`src/ddi_pkg.sv`:
```
package ddi_pkg;
    // Register offsets (byte addresses)
    localparam logic [7:0] OFS_CONTROL = 8'h00;
    localparam logic [7:0] OFS_CONFIG = 8'h04;
    localparam logic [7:0] OFS_HOLDING = 8'h08;
    localparam logic [7:0] OFS_OUT_LATCH = 8'h0c;
    localparam logic [7:0] OFS_STATE = 8'h10;
    localparam logic [7:0] OFS_IRQ_SET = 8'h14;
    localparam logic [7:0] OFS_IRQ_CLR = 8'h18;
    localparam logic [7:0] OFS_IRQ_MASK = 8'h1c;
    localparam logic [7:0] OFS_EVENTS = 8'h20;
    // Field positions
    localparam int BIT_SOFT_REINIT = 0;
    localparam int BIT_HW_TRIG_EN = 0;
    localparam int BIT_SRC_LO = 1;
    localparam int BIT_WIDTH_8 = 4;
    localparam int BIT_DRAINED = 0;
    localparam int BIT_EV_XFER = 1;
    localparam int BIT_EV_OVERWRITE = 2;
    // Widths
    localparam int SAMPLE_W = 10;
    localparam int SRC_W = 3;
    localparam int IRQ_W = 3;
    localparam int TIMER_N = 6;
    // Reset values
    localparam logic [SAMPLE_W-1:0] RST_SAMPLE = 10'h000;
    localparam logic [SRC_W-1:0] RST_SRC = 3'h0;
    localparam logic [IRQ_W-1:0] RST_IRQ = 3'h0;
    localparam logic [31:0] RST_WORD = 32'h0000_0000;
    // Transfer sequencing for the software-triggered path
    typedef enum logic [0:0] {
        XFER_IDLE = 1'b0,
        XFER_PEND = 1'b1
    } ddi_xfer_e;
endpackage

```
`src/ddi_top.sv`:
```
`timescale 1ns/1ns
`default_nettype none

////////////////////////////////////////////////////////////////////////////////
// Contract
// - Config bit 4 picks 8 or 10-bit
// - 8-bit writes shift left two, zero LSBs
// - Byte transfers in 8-bit, half-word otherwise
// - Trigger off: latch loads one cycle after
// - Trigger on: timer rising edge loads latch
// - Source codes 0-5 pick timer, 11x reserved
// - Source field ignored while trigger off
// - Drained flag low while holding value waits
// - Flag zero when trigger off, set enabling
// - Enable-set write one sets mask bit
// - Enable-clear write one clears mask bit
// - Control bit 0 reinitialises the interface
// - Holding reads right-aligned, upper bits zero
// - Output latch reads right-aligned, resets zero
// - Output latch never written by software
module ddi_top #(
    parameter int TIMERS = ddi_pkg::TIMER_N
) (
    input wire logic MCLK, // Main clock
    input wire logic RESET_N, // Async reset, low
    input wire logic [7:0] REG_ADDR, // Register byte address
    input wire logic [31:0] REG_WDATA, // Write data
    input wire logic REG_WR, // Write strobe
    input wire logic REG_RD, // Read strobe
    output logic [31:0] REG_RDATA, // Read data, cycle after strobe
    input wire logic [TIMERS-1:0] TIMER_WAVE_OUT_A, // Timer waveform outputs
    output logic [ddi_pkg::SAMPLE_W-1:0] SAMPLE_OUT, // Code to analog core
    output logic XFER_BYTE, // Transfer channel byte size
    output logic XFER_HALFWORD, // Transfer channel half-word size
    output logic IRQ // Level interrupt
);
    import ddi_pkg::*;
    ////////////////////////////////////////////////////////////////////////////
    // Address decode helper
    function automatic logic hit(input logic [7:0] addr, input logic [7:0] ofs);
        hit = (addr == ofs);
    endfunction
    ////////////////////////////////////////////////////////////////////////////
    // Reset synchroniser
    logic rst_meta_ff, rst_n_sync;
    // Release through two flops
    always_ff @(posedge MCLK or negedge RESET_N) begin
        if (!RESET_N) begin
            rst_meta_ff <= 1'b0;
            rst_n_sync <= 1'b0;
        end else begin
            rst_meta_ff <= 1'b1;
            rst_n_sync <= rst_meta_ff;
        end
    end
    ////////////////////////////////////////////////////////////////////////////
    // State declarations
    logic hw_trigger_enable_ff, nxt_hw_trigger_enable;
    logic [SRC_W-1:0] timer_source_select_ff, nxt_timer_source_select;
    logic width_select_8bit_ff, nxt_width_select_8bit;
    logic [SAMPLE_W-1:0] holding_ff, nxt_holding;
    logic [SAMPLE_W-1:0] out_latch_ff, nxt_out_latch;
    logic holding_drained_flag_ff, nxt_holding_drained_flag;
    ddi_xfer_e xfer_ff, nxt_xfer;
    logic [IRQ_W-1:0] mask_ff, nxt_mask;
    logic [IRQ_W-1:0] events_ff, nxt_events, ev_new;
    logic [TIMERS-1:0] wave_prev_ff, nxt_wave_prev;
    logic [31:0] rdata_ff, nxt_rdata;
    logic irq_ff, nxt_irq;
    logic xfer_byte_ff, nxt_xfer_byte;
    logic xfer_half_ff, nxt_xfer_half;
    ////////////////////////////////////////////////////////////////////////////
    // Strobe decode
    logic wr_ctrl, wr_cfg, wr_hold, wr_set, wr_clr, wr_ev;
    logic soft_reinit;
    assign wr_ctrl = REG_WR && hit(REG_ADDR, OFS_CONTROL);
    assign wr_cfg = REG_WR && hit(REG_ADDR, OFS_CONFIG);
    assign wr_hold = REG_WR && hit(REG_ADDR, OFS_HOLDING);
    assign wr_set = REG_WR && hit(REG_ADDR, OFS_IRQ_SET);
    assign wr_clr = REG_WR && hit(REG_ADDR, OFS_IRQ_CLR);
    assign wr_ev = REG_WR && hit(REG_ADDR, OFS_EVENTS);
    assign soft_reinit = wr_ctrl && REG_WDATA[BIT_SOFT_REINIT];
    ////////////////////////////////////////////////////////////////////////////
    // Timer rising edge detection
    logic [TIMERS-1:0] wave_rise;
    genvar gi;
    generate
        for (gi = 0; gi < TIMERS; gi++) begin : g_rise
            assign wave_rise[gi] = TIMER_WAVE_OUT_A[gi] && !wave_prev_ff[gi];
        end
    endgenerate
    logic sel_rise;
    always_comb begin
        sel_rise = 1'b0;
        if (timer_source_select_ff < SRC_W'(TIMERS)) begin
            sel_rise = wave_rise[timer_source_select_ff];
        end
    end
    logic hw_fire;
    assign hw_fire = hw_trigger_enable_ff && sel_rise;
    ////////////////////////////////////////////////////////////////////////////
    // Write data formatting
    logic [SAMPLE_W-1:0] wr_sample;
    always_comb begin
        if (width_select_8bit_ff) begin
            wr_sample = {REG_WDATA[7:0], 2'b00};
        end else begin
            wr_sample = REG_WDATA[SAMPLE_W-1:0];
        end
    end
    ////////////////////////////////////////////////////////////////////////////
    // Converter next-state logic
    always_comb begin
        nxt_hw_trigger_enable = hw_trigger_enable_ff;
        nxt_timer_source_select = timer_source_select_ff;
        nxt_width_select_8bit = width_select_8bit_ff;
        nxt_holding = holding_ff;
        nxt_out_latch = out_latch_ff;
        nxt_holding_drained_flag = holding_drained_flag_ff;
        nxt_xfer = xfer_ff;
        nxt_mask = mask_ff;
        nxt_events = events_ff;
        nxt_wave_prev = TIMER_WAVE_OUT_A;
        ev_new = RST_IRQ;
        // Software-paced transfer
        case (xfer_ff)
            XFER_IDLE: begin
                nxt_xfer = XFER_IDLE;
            end
            XFER_PEND: begin
                nxt_xfer = XFER_IDLE;
                if (!hw_trigger_enable_ff) begin
                    nxt_out_latch = holding_ff;
                    ev_new[BIT_EV_XFER] = 1'b1;
                end
            end
            default: begin
                nxt_xfer = XFER_IDLE;
            end
        endcase
        if (hw_fire) begin
            nxt_out_latch = holding_ff;
            nxt_holding_drained_flag = 1'b1;
            ev_new[BIT_EV_XFER] = 1'b1;
        end
        if (wr_cfg) begin
            nxt_hw_trigger_enable = REG_WDATA[BIT_HW_TRIG_EN];
            nxt_timer_source_select = REG_WDATA[BIT_SRC_LO +: SRC_W];
            nxt_width_select_8bit = REG_WDATA[BIT_WIDTH_8];
            if (REG_WDATA[BIT_HW_TRIG_EN] && !hw_trigger_enable_ff) begin
                nxt_holding_drained_flag = 1'b1;
            end
        end
        if (wr_hold) begin
            nxt_holding = wr_sample;
            if (hw_trigger_enable_ff) begin
                // Unsent value being replaced
                if (!holding_drained_flag_ff && !hw_fire) begin
                    ev_new[BIT_EV_OVERWRITE] = 1'b1;
                end
                nxt_holding_drained_flag = 1'b0;
            end else begin
                nxt_xfer = XFER_PEND;
            end
        end
        if (!nxt_hw_trigger_enable) begin
            nxt_holding_drained_flag = 1'b0;
        end
        if (wr_set) begin
            nxt_mask = mask_ff | REG_WDATA[IRQ_W-1:0];
        end
        if (wr_clr) begin
            nxt_mask = mask_ff & ~REG_WDATA[IRQ_W-1:0];
        end
        // Write one clears events, new set wins
        nxt_events = events_ff | ev_new;
        if (wr_ev) begin
            nxt_events = (events_ff & ~REG_WDATA[IRQ_W-1:0]) | ev_new;
        end
        nxt_events[BIT_DRAINED] = 1'b0;
        if (soft_reinit) begin
            nxt_hw_trigger_enable = 1'b0;
            nxt_timer_source_select = RST_SRC;
            nxt_width_select_8bit = 1'b0;
            nxt_holding = RST_SAMPLE;
            nxt_out_latch = RST_SAMPLE;
            nxt_holding_drained_flag = 1'b0;
            nxt_xfer = XFER_IDLE;
            nxt_mask = RST_IRQ;
            nxt_events = RST_IRQ;
        end
    end
    // Converter registers
    always_ff @(posedge MCLK or negedge rst_n_sync) begin
        if (!rst_n_sync) begin
            hw_trigger_enable_ff <= 1'b0;
            timer_source_select_ff <= RST_SRC;
            width_select_8bit_ff <= 1'b0;
            holding_ff <= RST_SAMPLE;
            out_latch_ff <= RST_SAMPLE;
            holding_drained_flag_ff <= 1'b0;
            xfer_ff <= XFER_IDLE;
            mask_ff <= RST_IRQ;
            events_ff <= RST_IRQ;
            wave_prev_ff <= '0;
        end else begin
            hw_trigger_enable_ff <= nxt_hw_trigger_enable;
            timer_source_select_ff <= nxt_timer_source_select;
            width_select_8bit_ff <= nxt_width_select_8bit;
            holding_ff <= nxt_holding;
            out_latch_ff <= nxt_out_latch;
            holding_drained_flag_ff <= nxt_holding_drained_flag;
            xfer_ff <= nxt_xfer;
            mask_ff <= nxt_mask;
            events_ff <= nxt_events;
            wave_prev_ff <= nxt_wave_prev;
        end
    end
    ////////////////////////////////////////////////////////////////////////////
    // Read mux, interrupt and size outputs
    always_comb begin
        nxt_rdata = RST_WORD;
        if (REG_RD) begin
            case (REG_ADDR)
                OFS_CONFIG: begin
                    nxt_rdata[BIT_HW_TRIG_EN] = hw_trigger_enable_ff;
                    nxt_rdata[BIT_SRC_LO +: SRC_W] = timer_source_select_ff;
                    nxt_rdata[BIT_WIDTH_8] = width_select_8bit_ff;
                end
                OFS_HOLDING: begin
                    nxt_rdata[SAMPLE_W-1:0] = holding_ff;
                end
                OFS_OUT_LATCH: begin
                    nxt_rdata[SAMPLE_W-1:0] = out_latch_ff;
                end
                OFS_STATE: begin
                    nxt_rdata[BIT_DRAINED] = holding_drained_flag_ff;
                end
                OFS_IRQ_MASK: begin
                    nxt_rdata[IRQ_W-1:0] = mask_ff;
                end
                OFS_EVENTS: begin
                    nxt_rdata[IRQ_W-1:0] = events_ff;
                end
                default: begin
                    nxt_rdata = RST_WORD;
                end
            endcase
        end
        // flag raises interrupt when masked in
        nxt_irq = (nxt_holding_drained_flag && nxt_mask[BIT_DRAINED])
            || |(nxt_events & nxt_mask);
        nxt_xfer_byte = nxt_width_select_8bit;
        nxt_xfer_half = !nxt_width_select_8bit;
    end
    // Output registers
    always_ff @(posedge MCLK or negedge rst_n_sync) begin
        if (!rst_n_sync) begin
            rdata_ff <= RST_WORD;
            irq_ff <= 1'b0;
            xfer_byte_ff <= 1'b0;
            xfer_half_ff <= 1'b1;
        end else begin
            rdata_ff <= nxt_rdata;
            irq_ff <= nxt_irq;
            xfer_byte_ff <= nxt_xfer_byte;
            xfer_half_ff <= nxt_xfer_half;
        end
    end
    assign REG_RDATA = rdata_ff;
    assign SAMPLE_OUT = out_latch_ff;
    assign XFER_BYTE = xfer_byte_ff;
    assign XFER_HALFWORD = xfer_half_ff;
    assign IRQ = irq_ff;
    ////////////////////////////////////////////////////////////////////////////
    // Checks
    property p_res8_shift;
        @(posedge MCLK) disable iff (!rst_n_sync)
        (wr_hold && width_select_8bit_ff) |=> (holding_ff == {$past(REG_WDATA[7:0]), 2'b00});
    endproperty
    a_res8_shift: assert property (p_res8_shift) else $error("8-bit shift wrong");
    property p_res10;
        @(posedge MCLK) disable iff (!rst_n_sync)
        (wr_hold && !width_select_8bit_ff) |=> (holding_ff == $past(REG_WDATA[SAMPLE_W-1:0]));
    endproperty
    a_res10: assert property (p_res10) else $error("10-bit store wrong");
    property p_sw_xfer;
        @(posedge MCLK) disable iff (!rst_n_sync)
        (wr_hold && !hw_trigger_enable_ff) ##1 (!hw_trigger_enable_ff && !soft_reinit)
        |=> (out_latch_ff == $past(holding_ff));
    endproperty
    a_sw_xfer: assert property (p_sw_xfer) else $error("Latch not loaded");
    property p_hw_edge;
        @(posedge MCLK) disable iff (!rst_n_sync)
        (hw_fire && !soft_reinit) |=> (out_latch_ff == $past(holding_ff))
        && (holding_drained_flag_ff || $past(wr_hold || !nxt_hw_trigger_enable));
    endproperty
    a_hw_edge: assert property (p_hw_edge) else $error("Edge transfer lost");
    property p_off_stable;
        @(posedge MCLK) disable iff (!rst_n_sync)
        (!hw_trigger_enable_ff && xfer_ff == XFER_IDLE && !soft_reinit) |=> $stable(out_latch_ff);
    endproperty
    a_off_stable: assert property (p_off_stable) else $error("Latch moved idle");
    property p_flag_off;
        @(posedge MCLK) disable iff (!rst_n_sync)
        !hw_trigger_enable_ff |-> !holding_drained_flag_ff;
    endproperty
    a_flag_off: assert property (p_flag_off) else $error("Flag set while off");
    property p_flag_wr;
        @(posedge MCLK) disable iff (!rst_n_sync)
        (wr_hold && hw_trigger_enable_ff) |=> !holding_drained_flag_ff;
    endproperty
    a_flag_wr: assert property (p_flag_wr) else $error("Flag not cleared");
    property p_mask_set;
        @(posedge MCLK) disable iff (!rst_n_sync)
        (wr_set && REG_WDATA[BIT_DRAINED] && !soft_reinit) |=> mask_ff[BIT_DRAINED] ##1 1'b1;
    endproperty
    a_mask_set: assert property (p_mask_set) else $error("Mask not set");
    property p_mask_clr;
        @(posedge MCLK) disable iff (!rst_n_sync)
        (wr_clr && REG_WDATA[BIT_DRAINED]) |=> !mask_ff[BIT_DRAINED];
    endproperty
    a_mask_clr: assert property (p_mask_clr) else $error("Mask not cleared");
    property p_reinit;
        @(posedge MCLK) disable iff (!rst_n_sync)
        soft_reinit |=> (out_latch_ff == RST_SAMPLE) && !hw_trigger_enable_ff && !IRQ;
    endproperty
    a_reinit: assert property (p_reinit) else $error("Reinit incomplete");
    property p_rd_upper;
        @(posedge MCLK) disable iff (!rst_n_sync)
        (REG_RD && (REG_ADDR == OFS_HOLDING || REG_ADDR == OFS_OUT_LATCH))
        |=> (REG_RDATA[31:SAMPLE_W] == '0);
    endproperty
    a_rd_upper: assert property (p_rd_upper) else $error("Upper bits set");
    property p_size;
        @(posedge MCLK) disable iff (!rst_n_sync)
        (wr_cfg && !soft_reinit) |=> (XFER_BYTE == $past(REG_WDATA[BIT_WIDTH_8]))
        && (XFER_HALFWORD != XFER_BYTE);
    endproperty
    a_size: assert property (p_size) else $error("Transfer size wrong");
endmodule

`default_nettype wire

```
`config.mk`:
```
export PLATFORM = sky130hd
export DESIGN_NAME = ddi_top
export DESIGN_NICKNAME = d
export VERILOG_FILES = /design/src/ddi_pkg.sv /design/src/ddi_top.sv
export SDC_FILE = /design/constraint.sdc
export NUM_CORES = 1
export LEC_CHECK = 0
export ABC_AREA = 1
export BUFFER_PORTS_ARGS = -buffer_cell sky130_fd_sc_hd__buf_2
export CELL_PAD_IN_SITES_DETAIL_PLACEMENT = 0
export CELL_PAD_IN_SITES_GLOBAL_PLACEMENT = 1
export CORE_ASPECT_RATIO = 1.5
export CORE_MARGIN = 5
export CORE_UTILIZATION = 32
export CTS_CLUSTER_SIZE = 40
export DETAILED_ROUTE_END_ITERATION = 8
export PLACE_DENSITY_LB_ADDON = 0.1
export SLEW_MARGIN = 20
export SYNTH_ARGS = -nofsm -noshare
export SYNTH_HDL_FRONTEND = slang
export SYNTH_SLANG_ARGS = --single-unit
export TNS_END_PERCENT = 1
```
`constraint.sdc`:
```
create_clock -name MCLK -period 1.65 [get_ports MCLK]
set_input_delay 0.33 -clock MCLK [delete_from_list [all_inputs] [get_ports MCLK]]
set_output_delay 0.33 -clock MCLK [all_outputs]
set_load 0.05 [all_outputs]
```
==> summary by stage <==
Hold path
The startpoint identified for the worst hold timing path is TIMER_WAVE_OUT_A[3]. The number of stages on the worst hold path is 1. The end point of the worst hold path is wave_prev_ff[3]$_DFF_PN0_.

In this run the worst hold path is classified as primary input to flip-flop.

Placed design
The detailed placer's ending HPWL is 5310 µm. The final weighted congestion in routability-driven placement is slightly above 0.8. Port buffering added 50 buffers.

Clock network
After clock tree synthesis, the clock-pin slew on the worst setup and hold paths is ~0.070 ns. TritonCTS built the clock tree. At the later pin of the worst-skew pair, clock insertion delay measures 0.29 ns. For this design, the sink count on the clock tree is 52. The number of buffers inserted during clock tree synthesis is 5. In this run the deepest clock path goes through 2 buffers. CTS built an H-tree with a depth of 2. The post-cts resize count is 0.

The root buffer cell is sky130_fd_sc_hd__clkbuf_16.

Pwr
The internal power contribution is between 2 and 2.5 mW. Summed over all cells, the static leakage comes to 1.81 nW. The net switching share of the total power is 33.3%. The power density relative to cell area is 1080 nW/µm². Sequential cells burn 42.7% of the power. Total power for the finished layout comes to between 3 and 4 mW. Summed over all nets, the switching power comes to 1.15 mW. The share of total power dissipated in the clock network is 33.8%. The combinational cell fraction of total power is 23.5%. The maximum vdd ir drop is ~550 µV.

Run
The tool flagged a number of max-cap violations equal to 0.

STA
After layout, the minimum clock period comes to 1.47 ns. The total count of hold-check failures in the final report is 0. Timing would allow up to 0.679 GHz.

On the final layout, the worst clock skew is 0.00666 ns. Final hold analysis gives a worst-case slack of 0.155 ns. The number of max-slew violations in the final report is 0. Setup repair after global routing left no endpoint under its margin. Summed over all failing endpoints, the final setup total negative slack is 0 ns. The final-report setup violation count is 0. The fraction of the cycle the final worst path needs is 89.2%.

Routing
The first routing iteration left 121 violations. The number of antenna-violating nets in the routed design is 0. The number of optimization iterations in the first detailed-route pass is 4. Dividing the detail-routed wire length by the instance count gives about 14 µm. The DRC violation count after routing is 0. The per-cell via count in the routed design is 4.42. The post-detailed-routing wire length is about 6800 µm.

The final route contains 2170 vias.

Final layout
The layout overhead on the synthesized area is 22.7%. Once layout is complete, the utilization of the core stands at about 40%. The net total in the final layout is about 440. In the layout the commonest cells are sky130_fd_sc_hd__nand2_1, sky130_fd_sc_hd__dfrtp_1, sky130_fd_sc_hd__buf_2. In the final layout, the share of cells above drive strength 1 is between 20% and 30%. The most common cell after layout, fill and taps aside is sky130_fd_sc_hd__nand2_1.

The count of antenna diodes in the layout is 0.

Synth
The number of unique standard cell types used by synthesis is 31. The average instance area after synthesis is 8.33 µm². During synthesis, Yosys emitted a total of 0 warnings. The synthesized flop and latch total is 52. The post-synth design cell area is 2620 µm².

The sequential cell area fraction in the yosys report is 49.7%. The number of standard cells after synthesis is around 320.

Setup path
The reg2reg setup slack is 0.18 ns. The capture point of the worst reg-to-reg path is SAMPLE_OUT[0]$_DFFE_PN0P_. By startpoint and endpoint, the worst setup path is classified as flip-flop to flip-flop. The worst-path maximum fanout is 8. In this design, the critical path's most frequently occurring cell is sky130_fd_sc_hd__nand2_1. On the critical path, the stage with the largest delay is an instance of sky130_fd_sc_hd__dfrtp_1. STA classifies the critical path startpoint as a flip-flop. For the worst flop-to-flop path, the logic depth is 10. For the worst setup path, the data required time is 1.83 ns. Traced cell by cell, the critical path runs through inv_2 > nand3_1 > nand3_1 > nand2_1 > nor2_1 > nand2_2 > nand3_4 > inv_2 > nand2_1 > nand2_1. On the worst path, the slowest cell contributes a delay of approximately 0.4 ns. In this run the critical register-to-register path is launched from timer_source_select_ff[0]$_DFFE_PN0P_. STA classifies the critical path endpoint as a flip-flop. At the worst endpoint, the arrival time is 1.66 ns.

Floorplanning
The count of standard-cell rows is 40. The floorplan step set the die height to around 120 µm. The floorplan step defined a die boundary enclosing 10100 µm². The area of the core is about 8000 µm². The top-level port count is 95.

The die span in x is between 80 and 90 µm. The initial standard-cell utilization of the core is 32.7%.

Global route
The number of antenna violations at the first check in global routing came to 0. The first-pass GRT wire length is between 10000 and 15000 µm. Global routing finished with a remaining overflow of 0. The number of global-route vias before repair is 2177.

The largest net degree at the start of global routing is 51. The global routing usage summed across all routing layers is 14.0%.

Status
The flow ran to the end, and the final reports show no timing, DRC or antenna violations.
[sequential cells by signal, summed over array words and instances, names as in the netlist]
signal and count:
rst_n_sync 1, mask_ff 3, hw_trigger_enable_ff 1, holding_ff 10, events_ff 2, timer_source_select_ff 3
wave_prev_ff 6, REG_RDATA 10, xfer_ff 1, XFER_BYTE 1, rst_meta_ff 1, XFER_HALFWORD 1
IRQ 1, SAMPLE_OUT 10, holding_drained_flag_ff 1
[metrics by stage]
stage	cell area, µm²	worst slack [ns]	std cells
after floorplan	2700	0.0970	336
after global placement	3030	0.0356	480
after detailed placement	3030	0.0349	480
after CTS	3200	0.141	489
after global routing	3220	0.0129	491
final	3220	0.178	491
[critical path: cells and delay by family (launching register included)]
kind	cells	cell delay [ns]
flip-flops	1	0.41
AND/OR/NAND/NOR	8	0.72
buffers and inverters	2	0.22
[synthesized netlist by cell type (all sizes together)]
cell | n | share of area [%]
o21ai | 17 | 3.2
buf | 25 | 7.2
nor2 | 31 | 5.2
nor3b | 1 | 0.48
o21a | 1 | 0.29
conb | 2 | 0.29
o32ai | 1 | 0.33
clkbuf | 1 | 0.14
dfstp | 1 | 1.0
o22ai | 8 | 1.9
a21oi | 9 | 1.7
dfrtp | 51 | 49
nand3 | 42 | 9.5
mux2i | 4 | 1.5
o31ai | 1 | 0.29
a31oi | 2 | 0.48
a211oi | 2 | 0.57
nor3 | 2 | 0.38
clkinv | 2 | 0.33
inv | 39 | 5.6
nand2 | 73 | 11
[repair_timing]
item                                    4_1_cts  5_1_grt
endpoints found under the setup margin        0        3
hold buffers                                  1        0
hold endpoints to repair                      2        0
buffers inserted                              0        2
[per-layer routing]
metal	global-route usage (%)	wire length, µm	up-vias
li1	-	-	1105
met1	16.0	2730	1006
met2	26.4	3670	52
met3	2.31	303	7
met4	4.23	85	0
met5	0	0	-
[final cells by class]
| class | instances | area [µm²] |
|---|---|---|
| repair buffers | 68 | 413 |
| clock buffers | 6 | 129 |
| clock inverters | 2 | 35.0 |
| fillers | 866 | 4790 |
| inverters | 41 | 155 |
| flip-flops and latches | 52 | 1300 |
| well taps | 105 | 131 |
| multi-input cells | 217 | 1050 |
[worst max path at each step]
stage	start	endpoint	slack (ns)	cells after the start
3_3_place_gp	REG_ADDR[4]	REG_RDATA[8]$_DFF_PN0_	0.04	9
6_report	timer_source_select_ff[0]$_DFFE_PN0P_	SAMPLE_OUT[0]$_DFFE_PN0P_	0.18	10
2_1_floorplan	rst_n_sync$_DFF_PN0_	IRQ$_DFF_PN0_	0.1	0
3_5_place_dp	REG_ADDR[7]	IRQ$_DFF_PN0_	0.03	9
5_1_grt	timer_source_select_ff[0]$_DFFE_PN0P_	SAMPLE_OUT[7]$_DFFE_PN0P_	0.01	10
4_1_cts	timer_source_select_ff[0]$_DFFE_PN0P_	SAMPLE_OUT[0]$_DFFE_PN0P_	0.14	10
[logic make-up after synthesis]
| group | after synthesis | share of synthesized area, % |
|---|---|---|
| AOI/OAI and AO/OA | 41 | 8.83 |
| buffers and inverters | 67 | 13.3 |
| DFF | 52 | 49.7 |
| muxes | 4 | 1.53 |
| other | 2 | 0.286 |
| and+or+nand+nor | 149 | 26.4 |
[power by group through the flow]
stage	logic [mW]	clock network (mW)	registers, mW
2_1_floorplan	0.381	0	1.75
3_3_place_gp	0.806	0	1.50
3_5_place_dp	0.810	0	1.50
4_1_cts	0.815	1.20	1.48
5_1_grt	0.890	1.24	1.49
6_report	0.813	1.17	1.48
(Power assumes the default switching activity.)
